## src/pkg/sdl_pkg.sv

```systemverilog
// Package for the serial converter input loader: widths, reset codes, states.
// Assumes a single 40 MHz system clock samples all serial pins.
package sdl_pkg;
    localparam int unsigned WORD_W      = 16;
    localparam int unsigned CNT_W       = 5;
    localparam logic [4:0]  BITS_FULL   = 5'h10;
    localparam logic [15:0] CODE_ZERO   = 16'h0000;
    localparam logic [4:0]  CNT_RESET   = 5'h00;
    // Pin levels after reset: selects, load, clear high; clock and data low
    localparam logic [4:0]  PINS_IDLE   = 5'h13;
    localparam int unsigned CLK_HZ      = 40_000_000;
    localparam int unsigned LINK_PER_NS = 200;

    // Frame sequencer states, one-hot
    typedef enum logic [2:0] {
        SDL_IDLE  = 3'b001,
        SDL_SHIFT = 3'b010,
        SDL_CLEAR = 3'b100
    } sdl_state_t;

    // Synchronised serial pin levels
    typedef struct packed {
        logic csn;
        logic sclk;
        logic din;
        logic ldn;
        logic clrn;
    } sdl_pins_t;

    // Whole module state
    typedef struct packed {
        sdl_state_t        st;
        sdl_pins_t         s1;
        sdl_pins_t         s2;
        sdl_pins_t         prev;
        logic [15:0]       shift;
        logic [4:0]        cnt;
        logic [15:0]       hold;
        logic              upd;
    } sdl_regs_t;
endpackage

```

## src/logic/sdl_loader.sv

```systemverilog
// Serial input front end of a 16-bit voltage-output converter.
// Assumes chip select, serial clock, data, load and clear arrive asynchronously
// and are oversampled by clock_i; serial clock must stay well below clock_i / 4.
`timescale 1ns/1ps
`default_nettype none

module sdl_loader (
    // System
    input  wire logic                      clock_i,
    input  wire logic                      rst_i,
    // Serial pins
    input  wire logic                      sel_n_i,
    input  wire logic                      sclk_i,
    input  wire logic                      din_i,
    input  wire logic                      load_output_n_i,
    input  wire logic                      async_clear_n_i,
    // Conversion stage
    output logic [sdl_pkg::WORD_W-1:0]     dac_code_o,
    output logic                           dac_update_o
);
    import sdl_pkg::*;

    sdl_regs_t r_r;
    sdl_regs_t r_nxt;
    logic      sclk_rise;
    logic      cs_fall;
    logic      cs_rise;
    logic      clr_fall;

    // Edge finder shared by the select, serial clock and clear pins; cur is the second sync stage
    // Reading only the second stage keeps metastable values out of the logic
    function automatic logic edge_of(
        input logic cur,
        input logic old,
        input logic rising
    );
        edge_of = rising ? (cur & ~old) : (~cur & old);
    endfunction

    // Edge detectors read only the second sync stage and its history
    assign sclk_rise = edge_of(r_r.s2.sclk, r_r.prev.sclk, 1'b1);
    assign cs_fall   = edge_of(r_r.s2.csn, r_r.prev.csn, 1'b0);
    assign cs_rise   = edge_of(r_r.s2.csn, r_r.prev.csn, 1'b1);
    assign clr_fall  = edge_of(r_r.s2.clrn, r_r.prev.clrn, 1'b0);

    // Next-state logic; clear outranks every other event
    always_comb begin
        r_nxt      = r_r;
        r_nxt.s1   = '{csn: sel_n_i, sclk: sclk_i, din: din_i,
                       ldn: load_output_n_i, clrn: async_clear_n_i};
        r_nxt.s2   = r_r.s1;
        r_nxt.prev = r_r.s2;
        r_nxt.upd  = 1'b0;
        if (clr_fall) begin
            r_nxt.shift = CODE_ZERO;
            r_nxt.hold  = CODE_ZERO;
            r_nxt.upd   = 1'b1;
            r_nxt.cnt   = CNT_RESET;
            r_nxt.st    = SDL_CLEAR;
        end else begin
            case (r_r.st)
                SDL_IDLE: begin
                    if (cs_fall) begin
                        r_nxt.cnt = CNT_RESET;
                        r_nxt.st  = SDL_SHIFT;
                    end
                end
                SDL_SHIFT: begin
                    // Shift left so the first bit ends at bit 15
                    if (sclk_rise && !r_r.s2.csn && r_r.cnt != BITS_FULL) begin
                        r_nxt.shift = {r_r.shift[WORD_W-2:0], r_r.s2.din};
                        r_nxt.cnt   = r_r.cnt + 5'h01;
                    end
                    if (cs_rise) begin
                        r_nxt.st = SDL_IDLE;
                        // Short frames leave the holding register alone
                        if (r_r.cnt == BITS_FULL && !r_r.s2.ldn) begin
                            r_nxt.hold = r_r.shift;
                            r_nxt.upd  = 1'b1;
                        end
                    end
                end
                SDL_CLEAR: begin
                    // Stay here until clear is released; a new frame waits for a fresh fall
                    if (r_r.s2.clrn)
                        r_nxt.st = SDL_IDLE;
                end
                default: r_nxt.st = SDL_IDLE;
            endcase
            // Load level copies whenever clear is high and no frame is open; held low it tracks the word
            // Only a complete word may reach the holding register by load
            if (!r_r.s2.ldn && r_r.s2.clrn && r_r.st != SDL_CLEAR
                && r_r.cnt == BITS_FULL) begin
                if (r_nxt.hold != r_r.shift && !(r_r.st == SDL_SHIFT && !r_r.s2.csn)) begin
                    r_nxt.hold = r_r.shift;
                    r_nxt.upd  = 1'b1;
                end
            end
        end
    end

    // Single state register; reset gives zero code
    always_ff @(posedge clock_i or posedge rst_i) begin
        if (rst_i) begin
            // Sync stages start at idle pin levels so no false edge follows reset
            r_r <= '{st: SDL_IDLE, s1: PINS_IDLE, s2: PINS_IDLE, prev: PINS_IDLE,
                     shift: 16'h0000, cnt: 5'h00, hold: 16'h0000, upd: 1'b0};
        end else begin
            r_r <= r_nxt;
        end
    end

    assign dac_code_o   = r_r.hold;
    assign dac_update_o = r_r.upd;

    // Assertions
    chk_hold_on_clear: assert property (@(posedge clock_i) disable iff (rst_i)
        clr_fall |=> (r_r.hold == CODE_ZERO && r_r.shift == CODE_ZERO))
        else $error("clear did not zero registers");
    chk_no_load_clr: assert property (@(posedge clock_i) disable iff (rst_i)
        (!r_r.s2.clrn && !clr_fall) |=> $stable(r_r.hold))
        else $error("holding changed while clear low");
    chk_idle_stable: assert property (@(posedge clock_i) disable iff (rst_i)
        (r_r.st == SDL_IDLE && r_r.s2.csn && !clr_fall) |=> $stable(r_r.shift))
        else $error("shift changed outside frame");
    chk_short_frame: assert property (@(posedge clock_i) disable iff (rst_i)
        (cs_rise && r_r.cnt != BITS_FULL && !clr_fall) |=> $stable(r_r.hold))
        else $error("short frame transferred");
    chk_cs_transfer: assert property (@(posedge clock_i) disable iff (rst_i)
        (r_r.st == SDL_SHIFT && cs_rise && r_r.cnt == BITS_FULL && !r_r.s2.ldn && !clr_fall)
        |=> r_r.hold == $past(r_r.shift))
        else $error("full frame not transferred");
    chk_shift_bit: assert property (@(posedge clock_i) disable iff (rst_i)
        (r_r.st == SDL_SHIFT && sclk_rise && !r_r.s2.csn && r_r.cnt < BITS_FULL && !clr_fall)
        |=> r_r.shift[0] == $past(r_r.s2.din) && r_r.cnt == $past(r_r.cnt) + 5'h01)
        else $error("bit not captured");
    chk_cnt_restart: assert property (@(posedge clock_i) disable iff (rst_i)
        (r_r.st == SDL_IDLE && cs_fall && !clr_fall) |=> r_r.cnt == CNT_RESET)
        else $error("counter not restarted");
    chk_cnt_bound: assert property (@(posedge clock_i) disable iff (rst_i)
        r_r.cnt <= BITS_FULL)
        else $error("counter beyond word");
    chk_hold_cause: assert property (@(posedge clock_i) disable iff (rst_i)
        !$stable(r_r.hold) |-> r_r.upd)
        else $error("holding changed without update");
    // Update strobe lasts exactly one cycle
    chk_upd_pulse: assert property (@(posedge clock_i) disable iff (rst_i)
        r_r.upd |=> !r_r.upd)
        else $error("update strobe longer than one cycle");
    // Clear parks the sequencer until the pin is released
    chk_clear_state: assert property (@(posedge clock_i) disable iff (rst_i)
        clr_fall |=> (r_r.st == SDL_CLEAR && r_r.cnt == CNT_RESET))
        else $error("clear did not park sequencer");
    // Serial clock outside a frame never counts
    chk_idle_sclk: assert property (@(posedge clock_i) disable iff (rst_i)
        (r_r.st == SDL_IDLE && sclk_rise && !cs_fall && !clr_fall) |=> $stable(r_r.cnt))
        else $error("idle serial clock counted");
    // Level load copies a complete word while no frame is open
    chk_load_copy: assert property (@(posedge clock_i) disable iff (rst_i)
        (r_r.st == SDL_IDLE && !r_r.s2.ldn && r_r.s2.clrn && r_r.cnt == BITS_FULL
         && !clr_fall) |=> r_r.hold == $past(r_r.shift))
        else $error("load did not copy serial word");
    // Older bits move one place toward the top on each capture
    chk_msb_first: assert property (@(posedge clock_i) disable iff (rst_i)
        (r_r.st == SDL_SHIFT && sclk_rise && !r_r.s2.csn && r_r.cnt < BITS_FULL && !clr_fall)
        |=> r_r.shift[15:1] == $past(r_r.shift[14:0]))
        else $error("bits not shifted toward msb");
    // A falling select opens a frame
    chk_frame_enter: assert property (@(posedge clock_i) disable iff (rst_i)
        (r_r.st == SDL_IDLE && cs_fall && !clr_fall) |=> r_r.st == SDL_SHIFT)
        else $error("frame not opened");
    // Reset leaves the holding register at zero code
    chk_reset_zero: assert property (@(posedge clock_i)
        $fell(rst_i) |-> (r_r.hold == CODE_ZERO && !r_r.upd))
        else $error("holding not zero after reset");
    // Extra serial clocks beyond sixteen bits leave the word alone
    chk_extra_bits: assert property (@(posedge clock_i) disable iff (rst_i)
        (r_r.st == SDL_SHIFT && sclk_rise && r_r.cnt == BITS_FULL && !clr_fall)
        |=> $stable(r_r.shift))
        else $error("bit beyond word captured");
    // While clear is low nothing but a fresh fall moves the serial register
    chk_clear_shift: assert property (@(posedge clock_i) disable iff (rst_i)
        (r_r.st == SDL_CLEAR && !clr_fall) |=> $stable(r_r.shift))
        else $error("serial register moved during clear");

    // Main scenarios; a short frame and a level load are the corner cases
    cov_full_frame: cover property (@(posedge clock_i) cs_rise && r_r.cnt == BITS_FULL);
    cov_clear:      cover property (@(posedge clock_i) clr_fall);
    cov_load_pin:   cover property (@(posedge clock_i) r_r.upd && r_r.s2.csn);
    cov_short:      cover property (@(posedge clock_i) cs_rise && r_r.cnt != BITS_FULL);
    cov_clr_load:   cover property (@(posedge clock_i) !r_r.s2.clrn && !r_r.s2.ldn);
endmodule // sdl_loader

`default_nettype wire

```

## config.mk

```make
export PLATFORM = sky130hd
export DESIGN_NAME = sdl_loader
export DESIGN_NICKNAME = d
export VERILOG_FILES = /design/src/pkg/sdl_pkg.sv /design/src/logic/sdl_loader.sv
export SDC_FILE = /design/constraint.sdc
export NUM_CORES = 1
export LEC_CHECK = 0
export BUFFER_PORTS_ARGS = -buffer_cell sky130_fd_sc_hd__buf_2
export CELL_PAD_IN_SITES_DETAIL_PLACEMENT = 2
export CELL_PAD_IN_SITES_GLOBAL_PLACEMENT = 2
export CORE_MARGIN = 2
export CORE_UTILIZATION = 35
export DETAILED_ROUTE_END_ITERATION = 10
export PLACE_DENSITY = 0.83
export SYNTH_ARGS = -nofsm -noshare
export SYNTH_HDL_FRONTEND = slang
export SYNTH_SLANG_ARGS = --single-unit
```

## constraint.sdc

```tcl
create_clock -name clock_i -period 2.2 [get_ports clock_i]
set_clock_uncertainty 0.1 [all_clocks]
set_input_delay 0.11 -clock clock_i [delete_from_list [all_inputs] [get_ports clock_i]]
set_output_delay 0.11 -clock clock_i [all_outputs]
set_load 0.005 [all_outputs]
```

After elaboration in Yosys (flattened, before gate mapping) --
Index checks and enable logic that the tools add are counted.
Cells by class: $add $sub $neg 1, equal/unequal tests 11, mux-type cells 16, bitwise operators 8, reductions and logical operators 17
Operator list (number):
- 2-to-1 mux 17 bit | 6
- 2-to-1 mux 38 bit | 1
- 2-to-1 mux 21 bit | 1
- 2-to-1 mux 16 bit | 1
- != test 16 bit | 1
- != test 3 bit (second input constant) | 5
- 2-to-1 mux 3 bit | 4
- case mux 5 bit (2 select lines) | 1
- case mux 3 bit (3 select lines) | 1
- logical AND 1 bit | 8
- AND reduction 3 bit | 2
- adder 5 x 1 -> 5 bit (second input constant) | 1
- == test 5 bit (second input constant) | 1
- 2-to-1 mux 5 bit | 1
- != test 5 bit (second input constant) | 1
- AND 1 bit | 4
- NOT 1 bit | 4
- nonzero test 2 bit | 2
- == test 3 x 1 -> 1 bit (second input constant) | 1
- == test 3 x 2 -> 1 bit (second input constant) | 1
- == test 3 bit (second input constant) | 1
- logical NOT 1 bit | 3
- nonzero test 3 bit | 1
- AND reduction 2 bit | 1
Storage, ports and cells: bits in registers 54, bits of input ports 7, logic and storage cells 71

Longest topological paths before layout --
Gate-level depths: netlist of run 1.
depth in word-level cells 11, depth in mapped cells 9, depth with buffers taken out 7

Worst setup path before layout of run 1 --
OpenSTA, ideal clock, no wires.
path kind register to register, start point register r_r[17] in the netlist's numbering, end point register r_r, in the netlist dac_code_o[10], setup time 121 ps, arrival time 1875 ps, path slack 104 ps, cell stages (with the launch flop) 9, period minus slack after synthesis 2096 ps, cells stage by stage dfrtp_1 inv_1 ha_1 nand4bb_4 or4b_4 o21a_1 buf_6 buf_6 a22o_1
RTL lines:
- from (decl) | line sdl_loader.sv:23 | sdl_regs_t r_r;
- from (signal assigned) | line sdl_loader.sv:106 | r_r <= '{st: SDL_IDLE, s1: PINS_IDLE, s2: PINS_IDLE, prev: PINS_IDLE,
- from (signal assigned) | line sdl_loader.sv:109 | r_r <= r_nxt;

==> results of run 1 <==
Yosys cell counts:
cell | count | share of area
nor2_1 | 22 | 0.034
a21oi_1 | 3 | 0.0062
ha_1 | 2 | 0.010
dfstp_2 | 9 | 0.098
o21ai_2 | 1 | 0.0036
mux2i_1 | 16 | 0.066
nor4b_1 | 1 | 0.0036
nor2b_1 | 3 | 0.0078
nor3_1 | 2 | 0.0041
dfrtp_1 | 45 | 0.47
a31oi_1 | 2 | 0.0052
clkbuf_1 | 3 | 0.0047
xnor2_1 | 16 | 0.058
buf_2 | 1 | 0.0021
buf_4 | 17 | 0.053
buf_6 | 2 | 0.0093
and2_1 | 1 | 0.0026
or2_2 | 1 | 0.0026
nand2b_1 | 3 | 0.0078
o21a_1 | 1 | 0.0031
nor4_1 | 1 | 0.0026
or3b_1 | 1 | 0.0036
a22o_1 | 17 | 0.062
nand4_1 | 4 | 0.010
o21ai_0 | 6 | 0.012
or4b_4 | 1 | 0.0057
nand3b_1 | 1 | 0.0031
nor3b_2 | 1 | 0.0052
nand2b_4 | 1 | 0.0057
nand3_1 | 2 | 0.0041
inv_1 | 5 | 0.0078
nand4_2 | 1 | 0.0052
nand2_1 | 5 | 0.0078
o31ai_1 | 1 | 0.0031
nand4bb_4 | 1 | 0.011
and2_0 | 1 | 0.0026
worst paths after layout:
check,startpoint,end,depth (start not counted)
setup / recovery,r_r[18]$_DFFE_PP0P_,dac_code_o[7]$_DFF_PP0_,7
hold / removal,r_nxt[46]$_DFF_PP0_,r_nxt[41]$_DFF_PP0_,0
setup reg to reg,r_r[18]$_DFFE_PP0P_,dac_code_o[7]$_DFF_PP0_,7
hold reg to reg,r_nxt[46]$_DFF_PP0_,r_nxt[41]$_DFF_PP0_,0
max in group asynchronous,rst_i,r_r[30]$_DFFE_PP0P_,4
min in group asynchronous,rst_i,r_r[18]$_DFFE_PP0P_,4
cells by family after synthesis:
logic type,after synthesis,synth area share
AOI/OAI and AO/OA,31,0.0952
adders and majority gates,2,0.0104
xor gates and xnor gates,16,0.0580
muxes,16,0.0663
buffers and inverters,28,0.0766
DFF,54,0.564
and+or+nand+nor,53,0.130
flip-flops by register name, indices dropped and copies added, names as in the netlist:
register	cells
dac_code_o	16
dac_update_o	1
r_nxt	10
r_r	27
repair_timing:
action,4_1_cts,5_1_grt
setup endpoints to repair,0,0
hold endpoints to repair,50,0
hold buffers,6,0
where the power goes:
group / total [W] / switching, W / internal [W]
combinational: 0.0000875 / 0.0000517 / 0.0000358
sequential: 0.00103 / 0.0000148 / 0.00102
clock: 0.000594 / 0.000335 / 0.000260
area by class of cell:
type / instances / area (um^2) / area share
inverters: 5 / 18.8 / 0.00683
flip-flops and latches: 54 / 1360 / 0.496
clock buffers: 6 / 82.6 / 0.0301
repair buffers: 42 / 298 / 0.108
clock inverters: 2 / 16.3 / 0.00592
multi-input cells: 118 / 870 / 0.316
well taps: 80 / 100 / 0.0364
stage by stage:
stage / instance area, um^2 / power, W / worst slack (ps) / instances / hold WS, ps
after floorplan: 2420 / 0.00110 / 104 / 200 / 14.5
after global placement: 2590 / 0.00113 / 185 / 293 / 116
after detailed placement: 2590 / 0.00113 / 119 / 293 / 117
after CTS: 2750 / 0.00175 / 83.1 / 307 / 260
after global routing: 2750 / 0.00179 / 25.7 / 307 / 266
final: 2750 / 0.00171 / 93.8 / 307 / 254
critical path: cells and delay by family (launching register included):
| kind | cells | cell delay [ps] |
|---|---|---|
| AOI/OAI and AO/OA | 2 | 410 |
| adders and majority gates | 1 | 180 |
| buffers and inverters | 2 | 220 |
| DFF | 1 | 400 |
| and+or+nand+nor | 2 | 670 |
layer usage:
metal / part of all wire / vias up / track usage
met3: 0.029 / 8 / 0.0341
met1: 0.45 / 787 / 0.187
li1: - / 720 / -
met2: 0.50 / 24 / 0.251
met4: 0.018 / 0 / 0.0545
met5: 0 / - / 0
==> impl_metrics.yaml, run 1 <==
place:
  dpl.hpwl_um: 3510
  finalWeightedCongestion: 0.762
  io_buffer_count: 23
min_path:
  hp-class: "reg2reg"
layout:
  final_common_cell: "dfrtp_1"
  final_nets: 235
  fillers: 707
  area_growth_syn_to_layout_pct: 13.7
  drive_above_1_share: 0.269
  mostFrequentLayoutCells: "dfrtp_1 (45), buf_2 (23), nor2_1 (22)"
  diodes: 0
  final_core_util: 0.407
clock_network:
  clkLatencyLatePin_ps: 320
  cts_made_buffers: 5
  post_cts_buffers: 0
  cts.sinks: 54
  cts_tree: "yes"
  clock_path_buffers: 2
  clkTransAtPathRegs_ps: 100
  cts_resized: 0
  cts_root_buffer: "clkbuf_8"
  htreeDepth: 2
yosys:
  synthCells: 200
  synth.distinct_cells: 36
  synth_area_per_cell_um2: 12.1
  syn_area_mm2: 0.00242
  syn_nets: 209
  ys_warn_count: 0
  ys_seq_elements: 54
  yosysSeqAreaShare: 0.564
worst_setup_path:
  worstPathArrival_ps: 2210
  critPathMaxStageDelay_ps: 540
  worst_setup_path_start_kind: "flip-flop"
  ff2ff_setup_slack_ps: 90
  path_class: "reg2reg"
  cpMaxStageDelayCell: "or4b_4"
  worstPathMaxFanout: 17
  required_ps: 2310
  end_kind: "flip-flop"
  cp_cell_sequence: "inv_1 > ha_1 > nand4bb_4 > or4b_4 > o21a_1 > buf_12 > a22o_1"
floorplan:
  die_h_um: 87.1
  design.core.area_mm2: 0.00676
  rows: 30
  dieArea_mm2: 0.00759
  initial_core_util: 0.358
  io_pins: 24
  die_w_um: 87.1
route:
  drt-total-wl_um: 5090
  routed_via_density: 5.01
  vias: 1539
  drt_pass1_iterations: 4
  wl_per_cell_um: 16.6
  postRouteAntennaNets: 0
  drc: 0
  drt-initial-drc-count: 54
job:
  cap_violations: 0
timing:
  maxSlewViolCount: 0
  setup_viol: 0
  max_slew_margin: 0.555
  fin_crit_ps: 2110
  fmax_ghz: 0.475
  fin_setup_tns_ps: 0
  report.final.hold_viol_count: 0
  rsz0062_at_grt: "false"
  worstMarginPinSlew_ps: 668
  fin_crit_sh: 0.957
power:
  p_per_area_mw_per_mm2: 624
  ir_drop_mv: 0.359
  p_leak_nw: 1.38
grt:
  grt_use_total: 0.149
  overflow: 0
  grt_max_degree: 55
  grt_antenna_before_repair: 0
  first_global_vias: 1740
  grt_first_pass_wirelength_um: 8560
run_status:
  status: "finished, final reports clean"
No activity file was read; power rests on OpenSTA's default activity.
==> run 2: changes to the inputs <==
- PLACE_DENSITY: 0.83 -> 0.73
==> impl_metrics.yaml, run 2 (synthesized netlist as in run 1, its figures left out) <==
run_status:
  status: "finished, final reports clean"
timing:
  fin_crit_ps: 2060
  maxSlewViolCount: 0
  fin_setup_tns_ps: 0
  max_slew_margin: 0.559
  report.final.hold_viol_count: 0
  setup_viol: 0
  fmax_ghz: 0.485
  worstMarginPinSlew_ps: 661
  fin_crit_sh: 0.937
  rsz0062_at_grt: "false"
grt:
  met2_usage: 0.241
  first_global_vias: 1693
  grt_antenna_before_repair: 0
  grt_use_total: 0.152
  overflow: 0
  grt_first_pass_wirelength_um: 8820
  use_met3: 0.0313
  grt_use_met1: 0.210
  grt_max_degree: 55
  busiest_layer: "met2"
clock_network:
  cts_tree: "yes"
  clkLatencyLatePin_ps: 310
  cts.sinks: 54
  htreeDepth: 2
  cts_made_buffers: 5
  cts_root_buffer: "clkbuf_8"
  clkTransAtPathRegs_ps: 100
  cts_resized: 0
  clock_path_buffers: 2
worst_setup_path:
  worstPathArrival_ps: 2170
  worstPathMaxFanout: 17
  worst_setup_path_start_kind: "flip-flop"
  cpMaxStageDelayCell: "or4b_4"
  cp_cell_sequence: "inv_1 > ha_1 > nand4bb_4 > or4b_4 > o21a_1 > buf_12 > a22o_1"
  end_kind: "flip-flop"
  required_ps: 2300
  path_class: "reg2reg"
  critPathMaxStageDelay_ps: 540
power:
  intPower_w: 0.00131
  p_sw_w: 0.000402
  power_switching_share: 0.235
  p_clk_frac: 0.345
  p_leak_nw: 1.37
  ir_drop_mv: 0.328
  comb_power_share: 0.051
  p_per_area_mw_per_mm2: 625
  pwr-share-seq: 0.604
place:
  io_buffer_count: 23
  finalWeightedCongestion: 0.786
  place_area_mm2: 0.00258
  dpl.hpwl_um: 3410
floorplan:
  die_w_um: 87.1
  die_h_um: 87.1
  dieArea_mm2: 0.00759
  io_pins: 24
  design.core.area_mm2: 0.00676
  initial_core_util: 0.358
  rows: 30
layout:
  area_growth_syn_to_layout_pct: 13.2
  mostFrequentLayoutCells: "dfrtp_1 (45), buf_2 (23), nor2_1 (22)"
  final_nets: 234
  final_area_mm2: 0.00274
  largest_reg_flops: 27
  largest-register: "r_r"
  multiInputGateArea_um2: 870
  regArea_mm2: 0.00136
  diodes: 0
  final_common_cell: "dfrtp_1"
  fillers: 714
  drive_above_1_share: 0.261
job:
  cap_violations: 0
route:
  drc: 0
  wl_per_cell_um: 16.4
  routed_via_density: 4.99
  vias: 1528
  drt-initial-drc-count: 49
  drt-total-wl_um: 5010
  drt_pass1_iterations: 4
  postRouteAntennaNets: 0
min_path:
  hp-class: "reg2reg"
==> run 2: cell types whose count changed in the layout (fill, tap and decap cells not counted), sizes merged <==
cell      before  now
buf           36   35
inv            6    5
clkinvlp       1    0
clkinv         0    2
==> run 2: power groups by stage <==
stage | Combinational (W) | Sequential (W) | Clock, W
2_1_floorplan | 0.0000525 | 0.00105 | 0
3_3_place_gp | 0.0000801 | 0.00105 | 0
3_5_place_dp | 0.0000824 | 0.00105 | 0
4_1_cts | 0.0000907 | 0.00103 | 0.000620
5_1_grt | 0.0000991 | 0.00104 | 0.000664
6_report | 0.0000871 | 0.00103 | 0.000590
==> run 2: area by class of cell <==
class,count,area share
sequential,54,0.498
multi-input combinational,118,0.318
timing repair buffer,41,0.106
tap,80,0.0366
clock buffer,6,0.0302
inverter,5,0.00686
clock inverter,2,0.00457
==> run 2: layer usage <==
metal,wire length (um),part of all wire
met1,2440,0.49
met2,2380,0.48
met3,132,0.026
met4,48,0.0096
met5,0,0
==> run 2: per-stage QoR <==
stage               utilization  hold WS [ps]  std cells  total power, W  setup WS (ps)
CTS                       0.405           263        306         0.00174            115
finish                    0.405           261        306         0.00171            138
detailed placement        0.382           118        292         0.00113            119
global placement          0.382           115        292         0.00113            164
global route              0.405           270        306         0.00180           11.1
floorplan                     -          14.5        200         0.00110            104
==> run 2: worst max-delay path, delay by kind of cell, from the launching register on <==
kind,cells,cell delay (ps)
AND/OR/NAND/NOR,2,670
flip-flops,1,390
AO/OA/AOI/OAI,2,390
buffers and inverters,2,220
adder cells (fa/ha/maj),1,190
==> run 2: timing repair <==
| item | in CTS | in global routing |
|---|---|---|
| hold endpoints to repair | 50 | 0 |
| hold buffers | 6 | 0 |
| setup buffers | 0 | 0 |
==> run 2: path summary, 6_finish.rpt <==
path / from / to / slack, ps / depth (start not counted)
setup / recovery: r_r[17]$_DFFE_PP0P_ / dac_code_o[9]$_DFF_PP0_ / 140 / 7
hold reg to reg: r_nxt[46]$_DFF_PP0_ / r_nxt[41]$_DFF_PP0_ / 260 / 0
hold / removal: r_nxt[46]$_DFF_PP0_ / r_nxt[41]$_DFF_PP0_ / 260 / 0
max in group asynchronous: rst_i / r_r[19]$_DFFE_PP0P_ / 1110 / 4
setup reg to reg: r_r[17]$_DFFE_PP0P_ / dac_code_o[9]$_DFF_PP0_ / 140 / 7
min in group asynchronous: rst_i / r_r[17]$_DFFE_PP0P_ / 440 / 4
==> run 3: changes to the inputs <==
- ABC_AREA: not set -> 1
- CORE_UTILIZATION: 35 -> 32
- PLACE_DENSITY: 0.73 -> not set
- PLACE_DENSITY_LB_ADDON: not set -> 0.05
==> impl_metrics.yaml, run 3 <==
power:
  p_per_area_mw_per_mm2: 553
  total_power_w: 0.00203
  p_leak_nw: 1.97
  ir_drop_mv: 0.243
worst_setup_path:
  critPathMaxStageDelay_ps: 410
  worstPathArrival_ps: 2590
  cp_cell_sequence: "inv_2 > ha_4 > nand2_2 > inv_2 > nand2_2 > nor2_4 > nand2_8 > buf_12 > nand3_1 > nand2_1 > nor2_1 > nand2_1 > nor2_2 > nand2_2 > nand2_8 > buf_12 > nand2_1 > nand2_1 > nor2_1"
  cpMaxStageDelayCell: "dfrtp_1"
  worstPathMaxFanout: 10
  path_class: "reg2reg"
  worst_setup_path_start_kind: "flip-flop"
  crit_buf_inv: 4
  cp_common_cell: "nand2_1"
  required_ps: 2320
  cpLargestDelayFamily: "simple AND/OR/NAND/NOR gates"
  end_kind: "flip-flop"
yosys:
  synth_area_leader_cell: "dfrtp_1"
  synth_top_area_frac: 0.403
  synth.most_common_cell: "nand2_1"
  synthCells: 354
  syn_nets: 363
  ys_warn_count: 0
  synth_top_flop_cell: "dfrtp_1"
  ys_seq_elements: 54
  synth_edf_count: 0
  synth.distinct_cells: 25
  syn_area_mm2: 0.00279
  yosysSeqAreaShare: 0.488
  synthArstFlopShare: 1.00
  ys_top_cells_by_count: "nand2_1 (77), nor2_1 (49), inv_1 (46)"
  synth_area_leaders: "dfrtp_1 (40%), nand2_1 (10%), dfstp_2 (8.5%)"
  synth_area_per_cell_um2: 7.89
floorplan:
  io_pins: 24
  rows: 34
  design.core.area_mm2: 0.00859
  dieArea_mm2: 0.00949
  die_h_um: 97.4
  initial_core_util: 0.325
  die_w_um: 97.4
layout:
  largest-register: "r_r"
  diodes: 0
  drive_above_1_share: 0.323
  final_nets: 411
  final_common_cell: "nand2_1"
  largest_reg_flops: 27
  area_growth_syn_to_layout_pct: 31.3
  mostFrequentLayoutCells: "nand2_1 (68), dfrtp_1 (45), inv_1 (41)"
  stdcell_count: 511
timing:
  rsz0062_at_grt: "true"
  fin_crit_ps: 2470
  maxSlewViolCount: 0
  setup_ws_ps: -272
  setup_viol: 17
  report.final.hold_viol_count: 0
  fmax_ghz: 0.405
  timing.hold.ws_ps: 262
  max_slew_margin: 0.764
  fin_crit_sh: 1.12
  worstMarginPinSlew_ps: 352
clock_network:
  cts_made_buffers: 5
  clock_path_buffers: 2
  cts.sinks: 54
  cts_root_buffer: "clkbuf_8"
  htreeDepth: 2
  cts_tree: "yes"
  clkTransAtPathRegs_ps: 110
  clkLatencyLatePin_ps: 320
route:
  drc: 0
  drt_pass1_iterations: 4
  postRouteAntennaNets: 0
  routed_via_density: 4.83
  wl_per_cell_um: 16.7
  drt-total-wl_um: 8540
  drt-initial-drc-count: 89
  vias: 2468
job:
  cap_violations: 0
grt:
  grt_use_total: 0.164
  first_global_vias: 2598
  grt_first_pass_wirelength_um: 12700
  grt_max_degree: 55
  overflow: 0
  grt_antenna_before_repair: 0
place:
  finalWeightedCongestion: 0.770
  dpl.cell_count: 480
  io_buffer_count: 23
  dpl.hpwl_um: 5220
  dpl_worst_slack_ps: -193
min_path:
  hp-class: "reg2reg"
run_status:
  status: "complete, but fails checks"
  violations: "negative setup slack"
-- run 3: cell count changes after synthesis, moves of 4 or more --
cell / before / now
nand2_1: 5 / 77
inv_1: 5 / 46
nand3_1: 2 / 39
nor2_1: 22 / 49
a22o_1: 17 / 0
o21ai_0: 6 / 23
mux2i_1: 16 / 0
xnor2_1: 16 / 0
o22ai_1: 0 / 15
buf_6: 2 / 6
clkbuf_1: 3 / 7
nand4_1: 4 / 0
-- run 3: where the power goes --
group          switching, W  leakage (nW)  internal [W]
combinational      0.000212          1.21      0.000161
clock              0.000362        0.0441      0.000225
sequential        0.0000244         0.709       0.00105
-- run 3: repair_timing --
| action | CTS | global route |
|---|---|---|
| hold buffers | 6 | 0 |
| buffers inserted | 0 | 9 |
| pin swaps | 0 | 28 |
| setup endpoints to repair | 17 | 22 |
| cloned | 0 | 8 |
| gates resized for setup | 5 | 53 |
| hold endpoints to repair | 50 | 0 |
-- run 3: path summary, 6_finish.rpt --
path,to,cells after the start,slack [ps],start
setup / recovery,dac_code_o[13]$_DFF_PP0_,19,-270,r_r[18]$_DFFE_PP0P_
hold / removal,r_nxt[38]$_DFF_PP1_,0,260,r_nxt[43]$_DFF_PP1_
setup reg to reg,dac_code_o[13]$_DFF_PP0_,19,-270,r_r[18]$_DFFE_PP0P_
hold reg to reg,r_nxt[38]$_DFF_PP1_,0,260,r_nxt[43]$_DFF_PP1_
max in group asynchronous,r_nxt[39]$_DFF_PP1_,4,1410,rst_i
min in group asynchronous,dac_code_o[0]$_DFF_PP0_,4,290,rst_i
-- run 3: through the flow --
step,area [um^2],utilization,TNS (ps)
after global routing,3670,0.427,-7210
after global placement,3060,0.356,-1210
after detailed placement,3060,0.356,-2810
after floorplan,2790,-,0
final,3670,0.427,-3680
after CTS,3220,0.375,-2440
-- run 3: final cells by class --
type                            count  area [um^2]
Fill cell                         991         4920
Sequential cell                    54         1360
Multi-Input combinational cell    225         1220
Timing Repair Buffer               70          692
Inverter                           46          173
Tap cell                          108          135
Clock buffer                        5         68.8
Clock inverter                      3         21.3
-- run 3: cells by family (layout without fill, tap and decap cells) --
family                   after synthesis  after routing  synth area share
AO/OA/AOI/OAI                         44             44            0.0887
adder cells (fa/ha/maj)                2              2           0.00896
buffers and inverters                 75            124             0.138
flip-flops                            54             54             0.488
AND/OR/NAND/NOR                      179            179             0.276
-- run 3: metal layers --
metal | global-route usage | share of wire | vias up
met2 | 0.281 | 0.50 | 22
met3 | 0.0237 | 0.018 | 7
li1 | - | - | 1205
met5 | 0 | 0 | -
met1 | 0.220 | 0.47 | 1234
met4 | 0.0353 | 0.0095 | 0
